[src/inc/usbsf_pkg.sv]
package usbsf_pkg;

   // Register byte offsets.
   localparam logic [7:0] OFS_FRAME_STATUS  = 8'h00;
   localparam logic [7:0] OFS_DEVICE_STATE  = 8'h04;
   localparam logic [7:0] OFS_FUNC_ADDRESS  = 8'h08;
   localparam logic [7:0] OFS_IRQ_ENABLE    = 8'h10;
   localparam logic [7:0] OFS_IRQ_DISABLE   = 8'h14;
   localparam logic [7:0] OFS_IRQ_MASK      = 8'h18;

   // Frame status fields.
   localparam int FRAME_W          = 11;
   localparam int BIT_FRAME_ERROR  = 16;
   localparam int BIT_FRAME_VALID  = 17;

   // Byte-wide frame view fields.
   localparam int BYTE_BIT_VALID   = 4;
   localparam int BYTE_BIT_ERROR   = 3;

   // Device state fields.
   localparam int BIT_ADDR_STATE   = 0;
   localparam int BIT_CONFIGURED   = 1;

   // Function address fields.
   localparam int FADDR_W          = 7;
   localparam int BIT_FUNC_ENABLE  = 8;
   localparam logic [6:0] FADDR_RESET  = 7'h00;
   localparam logic       FEN_RESET    = 1'b1;

   // Interrupt mask layout.
   localparam int MASK_W           = 16;
   localparam logic [15:0] MASK_WRITABLE = 16'h2b0f;
   localparam logic [15:0] MASK_FIXED    = 16'h1000;
   localparam logic [15:0] MASK_RESET    = 16'h0200;

   // Start-of-frame events from the serial engine.
   typedef struct packed {
      logic        identifier;
      logic        packet_end;
      logic        crc_error;
      logic [10:0] index;
   } usbsf_sof_t;

   // Avalon-MM request from the master.
   typedef struct packed {
      logic        read;
      logic        write;
      logic [7:0]  address;
      logic [3:0]  byteenable;
      logic [31:0] writedata;
   } usbsf_req_t;

endpackage

[src/design/usbsf_regs.sv]
`timescale 1ns/1ps
// Notes on behaviour
// - Eleven-bit frame index loads from each start-of-frame packet at its end.
// - Frame error flag sets at packet end when the packet had an error.
// - Frame valid flag sets at packet end when the packet was error free.
// - Both frame flags clear when a start-of-frame identifier arrives.
// - Start-of-frame interrupt status rises on the identifier, not at packet end.
// - Byte view: valid flag is high byte bit 4, error is low byte bit 3.
// - Address-state bit reads one only while the device is addressed.
// - Writing zero to address-state does nothing; only reset leaves it.
// - Writing one to address-state enters the addressed state.
// - Configured bit reads state; write one enters, write zero leaves.
// - Seven-bit function address resets to zero.
// - Function enable reads back; write zero disables, write one enables.
// - Enable port ones at endpoint bits 0..3 set mask bits; zeros ignored.
// - Disable port ones at endpoint bits 0..3 clear mask bits; zeros ignored.
// - Enable port bits 8, 9, 11, 13 enable suspend, resume, frame, wakeup.
// - Mask register reads one for every currently enabled source.
// - Disable port bits 8, 9, 11, 13 clear those event mask bits.
module usbsf_regs
   import usbsf_pkg::*;
#(
   parameter int ADDR_W = 8
)
(
   input  wire logic              sys_clk_i,
   input  wire logic              reset_i,
   input  wire logic              bus_reset_i,
   input  wire usbsf_sof_t        sof_i,
   input  wire usbsf_req_t        avm_i,
   output logic                   avm_waitrequest_o,
   output logic [31:0]            avm_readdata_o,
   output logic [FRAME_W-1:0]     frame_index_o,
   output logic                   frame_valid_flag_o,
   output logic                   frame_error_flag_o,
   output logic [7:0]             frame_index_low_byte_o,
   output logic [7:0]             frame_index_high_byte_o,
   output logic                   frame_start_irq_o,
   output logic                   address_state_o,
   output logic                   configured_o,
   output logic [FADDR_W-1:0]     function_address_o,
   output logic                   function_endpoint_enable_o,
   output logic [MASK_W-1:0]      irq_mask_o
);

   if (ADDR_W != 8)
   begin : g_check
      $error("Register decode serves an eight-bit byte address only.");
   end

   // Expands byte enables into a bit mask.
   function automatic logic [31:0] lane_mask(input logic [3:0] be);
      logic [31:0] m;
      m = 32'h0000_0000;
      for (int i = 0; i < 4; i++)
      begin
         m[i*8 +: 8] = {8{be[i]}};
      end
      return m;
   endfunction

   // Builds the byte-wide frame view from the index and flags.
   function automatic logic [15:0] byte_view(input logic [10:0] idx,
                                             input logic        ok,
                                             input logic        err);
      logic [15:0] v;
      v = {5'h00, idx};
      v[8 + BYTE_BIT_VALID] = ok;
      v[BYTE_BIT_ERROR] = err;
      return v;
   endfunction

   logic                 wait_q;
   logic [31:0]          rdata_q;
   logic [31:0]          rdata_d;
   logic                 req;
   logic                 acc;
   logic [31:0]          wbits;
   logic                 wr_state;
   logic                 wr_faddr;
   logic                 wr_ien;
   logic                 wr_idis;
   logic [FRAME_W-1:0]   frame_q;
   logic                 ok_q;
   logic                 err_q;
   logic                 ok_d;
   logic                 err_d;
   logic [FRAME_W-1:0]   frame_d;
   logic [15:0]          bview_d;
   logic                 sof_irq_q;
   logic                 addr_q;
   logic                 cfg_q;
   logic [FADDR_W-1:0]   function_address_value_q;
   logic                 fen_q;
   logic [MASK_W-1:0]    mask_q;

   assign req      = avm_i.read | avm_i.write;
   assign acc      = req & ~wait_q;
   assign wbits    = avm_i.writedata & lane_mask(avm_i.byteenable);
   assign wr_state = acc & avm_i.write
                     & (avm_i.address == OFS_DEVICE_STATE);
   assign wr_faddr = acc & avm_i.write
                     & (avm_i.address == OFS_FUNC_ADDRESS);
   assign wr_ien   = acc & avm_i.write
                     & (avm_i.address == OFS_IRQ_ENABLE);
   assign wr_idis  = acc & avm_i.write
                     & (avm_i.address == OFS_IRQ_DISABLE);

   // Read multiplexer; unmapped and write-only offsets read zero.
   always_comb
   begin
      rdata_d = 32'h0000_0000;
      case (avm_i.address)
         OFS_FRAME_STATUS:
         begin
            rdata_d[FRAME_W-1:0]    = frame_q;
            rdata_d[BIT_FRAME_ERROR] = err_q;
            rdata_d[BIT_FRAME_VALID] = ok_q;
         end
         OFS_DEVICE_STATE:
         begin
            rdata_d[BIT_ADDR_STATE] = addr_q;
            rdata_d[BIT_CONFIGURED] = cfg_q;
         end
         OFS_FUNC_ADDRESS:
         begin
            rdata_d[FADDR_W-1:0]     = function_address_value_q;
            rdata_d[BIT_FUNC_ENABLE] = fen_q;
         end
         OFS_IRQ_MASK:
         begin
            rdata_d[MASK_W-1:0] = mask_q;
         end
         default:
         begin
            rdata_d = 32'h0000_0000;
         end
      endcase
   end

   // Bus handshake: one wait cycle, then a single accepting cycle.
   always_ff @(posedge sys_clk_i)
   begin
      if (reset_i)
      begin
         wait_q  <= 1'b1;
         rdata_q <= 32'h0000_0000;
      end
      else if (req && wait_q)
      begin
         wait_q  <= 1'b0;
         rdata_q <= rdata_d;
      end
      else
      begin
         wait_q  <= 1'b1;
         rdata_q <= 32'h0000_0000;
      end
   end

   // Frame flags: the end-of-packet set wins over an identifier clear.
   always_comb
   begin
      frame_d = frame_q;
      ok_d    = ok_q;
      err_d   = err_q;
      if (sof_i.identifier)
      begin
         ok_d  = 1'b0;
         err_d = 1'b0;
      end
      if (sof_i.packet_end)
      begin
         frame_d = sof_i.index;
         if (sof_i.crc_error)
         begin
            err_d = 1'b1;
         end
         else
         begin
            ok_d = 1'b1;
         end
      end
      bview_d = byte_view(frame_d, ok_d, err_d);
   end

   always_ff @(posedge sys_clk_i)
   begin
      if (reset_i)
      begin
         frame_q                 <= '0;
         ok_q                    <= 1'b0;
         err_q                   <= 1'b0;
         frame_index_low_byte_o  <= 8'h00;
         frame_index_high_byte_o <= 8'h00;
      end
      else
      begin
         frame_q                 <= frame_d;
         ok_q                    <= ok_d;
         err_q                   <= err_d;
         frame_index_low_byte_o  <= bview_d[7:0];
         frame_index_high_byte_o <= bview_d[15:8];
      end
   end

   // Start-of-frame event is flagged as soon as the identifier is seen.
   always_ff @(posedge sys_clk_i)
   begin
      if (reset_i)
      begin
         sof_irq_q <= 1'b0;
      end
      else
      begin
         sof_irq_q <= sof_i.identifier;
      end
   end

   // Device state: address state leaves only through a reset.
   always_ff @(posedge sys_clk_i)
   begin
      if (reset_i || bus_reset_i)
      begin
         addr_q <= 1'b0;
         cfg_q  <= 1'b0;
      end
      else if (wr_state && avm_i.byteenable[0])
      begin
         if (wbits[BIT_ADDR_STATE])
         begin
            addr_q <= 1'b1;
         end
         cfg_q <= wbits[BIT_CONFIGURED];
      end
   end

   // Function address and enable.
   always_ff @(posedge sys_clk_i)
   begin
      if (reset_i)
      begin
         function_address_value_q <= FADDR_RESET;
         fen_q  <= FEN_RESET;
      end
      else if (wr_faddr)
      begin
         if (avm_i.byteenable[0])
         begin
            function_address_value_q <= wbits[FADDR_W-1:0];
         end
         if (avm_i.byteenable[1])
         begin
            fen_q <= wbits[BIT_FUNC_ENABLE];
         end
      end
   end

   // Interrupt mask: set and clear ports touch only bits written as one.
   always_ff @(posedge sys_clk_i)
   begin
      if (reset_i || bus_reset_i)
      begin
         mask_q <= MASK_RESET | MASK_FIXED;
      end
      else if (wr_ien)
      begin
         mask_q <= mask_q | (wbits[MASK_W-1:0] & MASK_WRITABLE);
      end
      else if (wr_idis)
      begin
         mask_q <= mask_q & ~(wbits[MASK_W-1:0] & MASK_WRITABLE);
      end
   end

   assign avm_waitrequest_o          = wait_q;
   assign avm_readdata_o             = rdata_q;
   assign frame_index_o              = frame_q;
   assign frame_valid_flag_o         = ok_q;
   assign frame_error_flag_o         = err_q;
   assign frame_start_irq_o          = sof_irq_q;
   assign address_state_o            = addr_q;
   assign configured_o               = cfg_q;
   assign function_address_o         = function_address_value_q;
   assign function_endpoint_enable_o = fen_q;
   assign irq_mask_o                 = mask_q;

   a_frame_load: assert property (@(posedge sys_clk_i)
      disable iff (reset_i)
      sof_i.packet_end |=> frame_index_o == $past(sof_i.index))
      else $error("Frame index not loaded at packet end.");

   a_frame_hold: assert property (@(posedge sys_clk_i)
      disable iff (reset_i)
      !sof_i.packet_end |=> $stable(frame_index_o))
      else $error("Frame index changed without a packet end.");

   a_frame_err_set: assert property (@(posedge sys_clk_i)
      disable iff (reset_i)
      sof_i.packet_end && sof_i.crc_error
      |=> frame_error_flag_o && !frame_valid_flag_o)
      else $error("Frame error flag not set on bad packet.");

   a_frame_ok_set: assert property (@(posedge sys_clk_i)
      disable iff (reset_i)
      sof_i.packet_end && !sof_i.crc_error
      |=> frame_valid_flag_o && !frame_error_flag_o)
      else $error("Frame valid flag not set on good packet.");

   a_frame_pid_clear: assert property (@(posedge sys_clk_i)
      disable iff (reset_i)
      sof_i.identifier && !sof_i.packet_end
      |=> !frame_valid_flag_o && !frame_error_flag_o)
      else $error("Frame flags not cleared by identifier.");

   a_sof_irq_early: assert property (@(posedge sys_clk_i)
      disable iff (reset_i)
      $rose(sof_i.identifier) |=> frame_start_irq_o ##1 !frame_start_irq_o
      || $past(sof_i.identifier, 1))
      else $error("Start-of-frame event not raised on identifier.");

   a_byte_view: assert property (@(posedge sys_clk_i)
      disable iff (reset_i)
      frame_index_high_byte_o[BYTE_BIT_VALID] == frame_valid_flag_o
      && frame_index_low_byte_o[BYTE_BIT_ERROR] == frame_error_flag_o)
      else $error("Byte view flag positions wrong.");

   a_addr_sticky: assert property (@(posedge sys_clk_i)
      disable iff (reset_i)
      address_state_o && !bus_reset_i |=> address_state_o)
      else $error("Address state left without reset.");

   a_addr_enter: assert property (@(posedge sys_clk_i)
      disable iff (reset_i)
      wr_state && wbits[BIT_ADDR_STATE] && !bus_reset_i
      |=> address_state_o ##1 address_state_o || $past(bus_reset_i))
      else $error("Address state not entered on write.");

   a_cfg_write: assert property (@(posedge sys_clk_i)
      disable iff (reset_i)
      wr_state && avm_i.byteenable[0] && !bus_reset_i
      |=> configured_o == $past(wbits[BIT_CONFIGURED]))
      else $error("Configured state did not follow the write.");

   a_fen_write: assert property (@(posedge sys_clk_i)
      disable iff (reset_i)
      wr_faddr && avm_i.byteenable[1]
      |=> function_endpoint_enable_o == $past(wbits[BIT_FUNC_ENABLE]))
      else $error("Function enable did not follow the write.");

   a_mask_keep: assert property (@(posedge sys_clk_i)
      disable iff (reset_i)
      wr_idis && !bus_reset_i
      |=> (irq_mask_o & ~$past(wbits[MASK_W-1:0]))
          == ($past(irq_mask_o) & ~$past(wbits[MASK_W-1:0])))
      else $error("Disable port changed bits written as zero.");

   a_mask_enable: assert property (@(posedge sys_clk_i)
      disable iff (reset_i)
      wr_ien && !bus_reset_i
      |=> ((irq_mask_o & $past(wbits[MASK_W-1:0]) & MASK_WRITABLE)
          == ($past(wbits[MASK_W-1:0]) & MASK_WRITABLE))
          && ((irq_mask_o & ~$past(wbits[MASK_W-1:0]))
          == ($past(irq_mask_o) & ~$past(wbits[MASK_W-1:0]))))
      else $error("Enable port did not set exactly the written bits.");

   a_mask_disable: assert property (@(posedge sys_clk_i)
      disable iff (reset_i)
      wr_idis && !bus_reset_i
      |=> ((irq_mask_o & $past(wbits[MASK_W-1:0]) & MASK_WRITABLE) == 16'h0000)
          && irq_mask_o[12])
      else $error("Disable port did not clear the written bits.");

endmodule // usbsf_regs

[config.mk]
export PLATFORM = sky130hd
export DESIGN_NAME = usbsf_regs
export DESIGN_NICKNAME = d
export VERILOG_FILES = /design/src/inc/usbsf_pkg.sv /design/src/design/usbsf_regs.sv
export SDC_FILE = /design/constraint.sdc
export NUM_CORES = 1
export LEC_CHECK = 0
export BUFFER_PORTS_ARGS = -buffer_cell sky130_fd_sc_hd__buf_2
export CELL_PAD_IN_SITES_DETAIL_PLACEMENT = 1
export CELL_PAD_IN_SITES_GLOBAL_PLACEMENT = 1
export CORE_MARGIN = 1
export CORE_UTILIZATION = 32
export DETAILED_ROUTE_END_ITERATION = 10
export PLACE_DENSITY_LB_ADDON = 0.1
export SYNTH_ARGS = -nofsm -noshare
export SYNTH_HDL_FRONTEND = slang
export SYNTH_SLANG_ARGS = --single-unit
[constraint.sdc]
create_clock -name sys_clk_i -period 4.1 [get_ports sys_clk_i]
set_clock_uncertainty 0.05 [all_clocks]
set_input_delay 1.23 -clock sys_clk_i [delete_from_list [all_inputs] [get_ports sys_clk_i]]
set_output_delay 1.23 -clock sys_clk_i [all_outputs]
set_load 0.1 [all_outputs]
== Word-level counts from Yosys, hierarchy flattened ==
Index checks and enable logic that the tools add are counted.

* Equality and inequality tests: 5
* Bitwise gates (word level): 15
* Reductions and logical operators: 11
* Mux-type cells: 15

{| class="wikitable"
|+ Operators with widths
! kind !! count
|-
| 16-bit 2-to-1 mux || 2
|-
| 8-bit by 5-bit equality test with 1-bit output, second input constant || 3
|-
| 16-bit bitwise AND || 1
|-
| 14-bit inverter with 16-bit output || 1
|-
| 16-bit by 14-bit bitwise OR with 16-bit output || 1
|-
| 5-bit one-hot mux with 3 select lines || 1
|-
| 14-bit bitwise AND || 1
|-
| 11-bit 2-to-1 mux || 1
|-
| 8-bit by 3-bit equality test with 1-bit output, second input constant || 1
|-
| 8-bit by 4-bit equality test with 1-bit output, second input constant || 1
|-
| 8-bit zero test || 1
|-
| 2-bit one-hot mux with 4 select lines || 1
|-
| 1-bit 2-to-1 mux || 7
|-
| 1-bit bitwise AND || 6
|-
| 2-bit AND reduction || 3
|-
| 3-bit OR reduction || 2
|-
| 1-bit inverter || 4
|-
| 2-bit one-hot mux with 2 select lines || 1
|-
| 1-bit one-hot mux with 3 select lines || 1
|-
| 1-bit logical AND || 2
|-
| 1-bit one-hot mux with 2 select lines || 1
|-
| 2-bit nonzero test || 1
|-
| 2-bit OR reduction || 1
|-
| 1-bit logical OR || 1
|-
| 1-bit bitwise OR || 1
|}

* Bits in registers: 89
* Logic and storage cells: 64
* Bits of input ports: 63

== Longest topological paths before layout ==
* Word-level depth: 6
* Depth in mapped cells: 5
* Mapped depth without buffers: 3

== Least setup slack after synthesis ==
Ideal clock, no wire load.

* Path type: reg-to-output
* Start: register frame_index_low_byte_o[3]
* End: output frame_index_low_byte_o[3]
* Slack: 1429 ps
* Data arrival time: 1391 ps
* Cell stages (with the launch flop): 2
* Buffers on the path: 1
* Path through: dfxtp_1 -> buf_4

{| class="wikitable"
|+ RTL lines
! item !! RTL line !! source
|-
| start: declaration || usbsf_regs.sv:36 || <nowiki>output logic [7:0] frame_index_low_byte_o,</nowiki>
|-
| start signal: assignment || usbsf_regs.sv:202 || <nowiki>frame_index_low_byte_o <= bview_d[7:0];</nowiki>
|}

No word-level cell between the ends.

== Worst setup path in the final report ==
* Start: input avm_i[41] in the netlist's numbering
* End: register function_address_value_q[4], in the netlist function_address_o[4]

* Word-level cells in the longest chain between the ends: 3

{| class="wikitable"
|+ Ends and longest elaborated chain
! item !! RTL line !! source
|-
| start: declaration || usbsf_regs.sv:30 || <nowiki>input wire usbsf_req_t avm_i,</nowiki>
|-
| 8-bit by 4-bit equality test with 1-bit output || usbsf_regs.sv:103 || <nowiki>& (avm_i.address == OFS_FUNC_ADDRESS);</nowiki>
|-
| 1-bit bitwise AND || usbsf_regs.sv:103 ||
|-
| 2-bit AND reduction (no line) || -- ||
|-
| end signal: assignment || usbsf_regs.sv:250 || <nowiki>function_address_value_q <= wbits[FADDR_W-1:0];</nowiki>
|-
| end: declaration || usbsf_regs.sv:93 || <nowiki>logic [FADDR_W-1:0] function_address_value_q;</nowiki>
|}

Every way passes these cells.
A chain may end at the register's enable or synchronous reset.

==> metrics.txt <==
Synth Instances=253; die footprint=7900 µm²; setup ws final=1480 ps; CTS H-tree lvls=2; Final #Nets=399; vias=1918; deepest clock path buffer count=2; worst path bufs/invs=2; TritonCTS Buffers=5; drt drc=0; first-pass GRT wire length=8.98 mm; slowest cell on the critical path=and4b_1; area occupied by multi-input gates=1080 µm²; Post-Route Setup TNS=0 ps; Die X=88.9 µm; Max Cap Viol=0; Register Area=981 µm²; cell chain of the critical path=buf_2 -> nor3_4 -> buf_4 -> and4b_1 -> mux2i_1; hold_buf cts=0; core area=7290 µm²; VDD IR max=117 µV; WS Path Type=in2reg; Yosys top cell by area=dfxtp_1; Seq/Total Area, Yosys=40.6%; Leak=1.38 nW; Fmax=382 MHz; crit start category=primary input; Yosys warning total=0; worst hold-check path type=reg2reg; CP max FO=19; Inserted Diodes=0; # rows=31; Initial Util=33.1%; Worst-Margin Slew=825 ps; die height=88.9 µm; vias per cell=4.42; Worst-Skew Late Latency=290 ps; largest net degree at the start of global routing=20; most frequent cells in the layout=buf_2, dfxtp_1, nand2_1; commonest non-fill, non-tap cell in the layout=buf_2; io pins=152; Synth Register Bits=49; Tot GR Track Use=15.1%; Detailed Place HPWL=4.56 mm; Final Cycle Share=63.9%; share of cells above drive strength 1=37.6%; largest cells by area after synthesis=dfxtp_1, buf_4, mux2i_1; RSZ-0062 raised after global routing=false; Worst Path Arrival=2800 ps; share of the synthesized area in the top cell type=40.6%; cell area power density=379 nW/µm²; Rel. slew slack=45.0%; Port Buf Inserts=100; drt pass-1 iters=4; final hold vios=0; critical path required time=4280 ps; placed cell count=428; postcts setup bufs=0; wire per inst=13.6 µm; largest stage delay on the critical path=520 ps; vias in the first global route=1743; Area Overhead vs Synth=17.2%; GRT overflow=0; final setup violation count=0; Initial DRC Count=42; clk root buf=clkbuf_8; CP Capture Type=flip-flop; outcome=finished clean; final max-slew violation count=0; final core occ=38.8%; Netlist Area Pre-Place=2410 µm²; min Tclk post-route=2620 ps; post-CTS resize count=0; initial antenna violation count=0; gpl congestion=0.713; Setup WS pre-CTS=1180 ps; final WL=5.90 mm; CTS clock-pin slew for the worst setup and hold paths=90 ps; Final Instance Count excl. Fillers=434; Routed Antenna Nets=0; syn_area_per_cell=9.54 µm²; CTS tree=done; CP top delay family=simple AND/OR/NAND/NOR gates; Synth cell types=35; Sink Count=49; fill cell count=922
[final timing paths]
| kind | start | end | slack, ps | cells past startpoint |
|---|---|---|---|---|
| worst max-delay path | avm_i[41] | function_address_o[4]$_SDFFE_PP0P_ | 1480 | 5 |
| worst min register to register | frame_index_o[7]$_SDFFE_PP0P_ | avm_readdata_o[7]$_SDFF_PP0_ | 410 | 2 |
| worst min-delay path | frame_index_o[7]$_SDFFE_PP0P_ | avm_readdata_o[7]$_SDFF_PP0_ | 410 | 2 |
| worst max register to register | avm_waitrequest_o$_SDFF_PP1_ | function_address_o[4]$_SDFFE_PP0P_ | 2500 | 3 |
[where the power goes]
part | switching [mW] | internal, mW | leakage, nW
registers | 0.00804 | 0.484 | 0.398
clock network | 0.151 | 0.113 | 0.0399
logic | 0.274 | 0.0420 | 0.942
[metal layers]
| layer | global-route usage, % | vias up | wire length [µm] |
|---|---|---|---|
| met4 | 3.96 | 0 | 34 |
| met2 | 22.8 | 80 | 2490 |
| met1 | 21.5 | 873 | 2970 |
| met5 | 0 | - | 0 |
| li1 | - | 961 | - |
| met3 | 3.45 | 4 | 404 |
[cells by family (layout without fill, tap and decap cells)]
kind of cell,after synthesis,after routing,share of synthesized area (%)
compound gates,15,15,4.71
buf+inv,64,120,18.7
flops,49,49,40.6
mux,35,35,14.9
other cells,2,28,0.311
simple gates,88,88,20.8
[cells in the mapped netlist]
library cell and n:
a21oi_1 3, conb_1 2, o22ai_1 1, o2111ai_2 1
a211oi_1 5, nor2_1 17, mux2_2 7, nor4b_4 2
clkbuf_8 2, nor3_2 2, buf_2 3, nand2_1 29
nor3_1 6, o211ai_1 1, buf_1 1, nand4_1 17
buf_6 5, and2_1 1, nand2b_1 1, inv_1 8
nor4_2 1, a211oi_2 1, nand3_1 3, buf_4 40
nor3_4 1, and3b_1 2, nand4b_1 4, o21ai_0 1
clkbuf_1 4, mux2i_1 28, nor2b_1 1, and4b_1 1
a22oi_1 2, dfxtp_1 49, clkinv_1 1
[worst reg2reg max path, delay by kind of cell, from the launching register on]
family / cells / cell delay [ps]
simple gates: 2 / 900
flops: 1 / 350
mux: 1 / 230
[area by class of cell]
cell class,count,share of cell area [%]
flip-flops and latches,49,34.7
clock buffers,5,2.43
inverters,9,1.19
well taps,99,4.38
multi-input cells,166,38.2
clock inverters,1,0.177
repair buffers,105,19.0
[per-stage QoR]
step / total power, mW / instance area, µm² / hold slack [ps]
global route: 1.12 / 2830 / 441
CTS: 1.09 / 2830 / 419
global placement: 0.820 / 2760 / 405
finish: 1.07 / 2830 / 411
floorplan: 0.801 / 2510 / 838
detailed placement: 0.821 / 2760 / 405
Power figures use the tool's default switching activity.
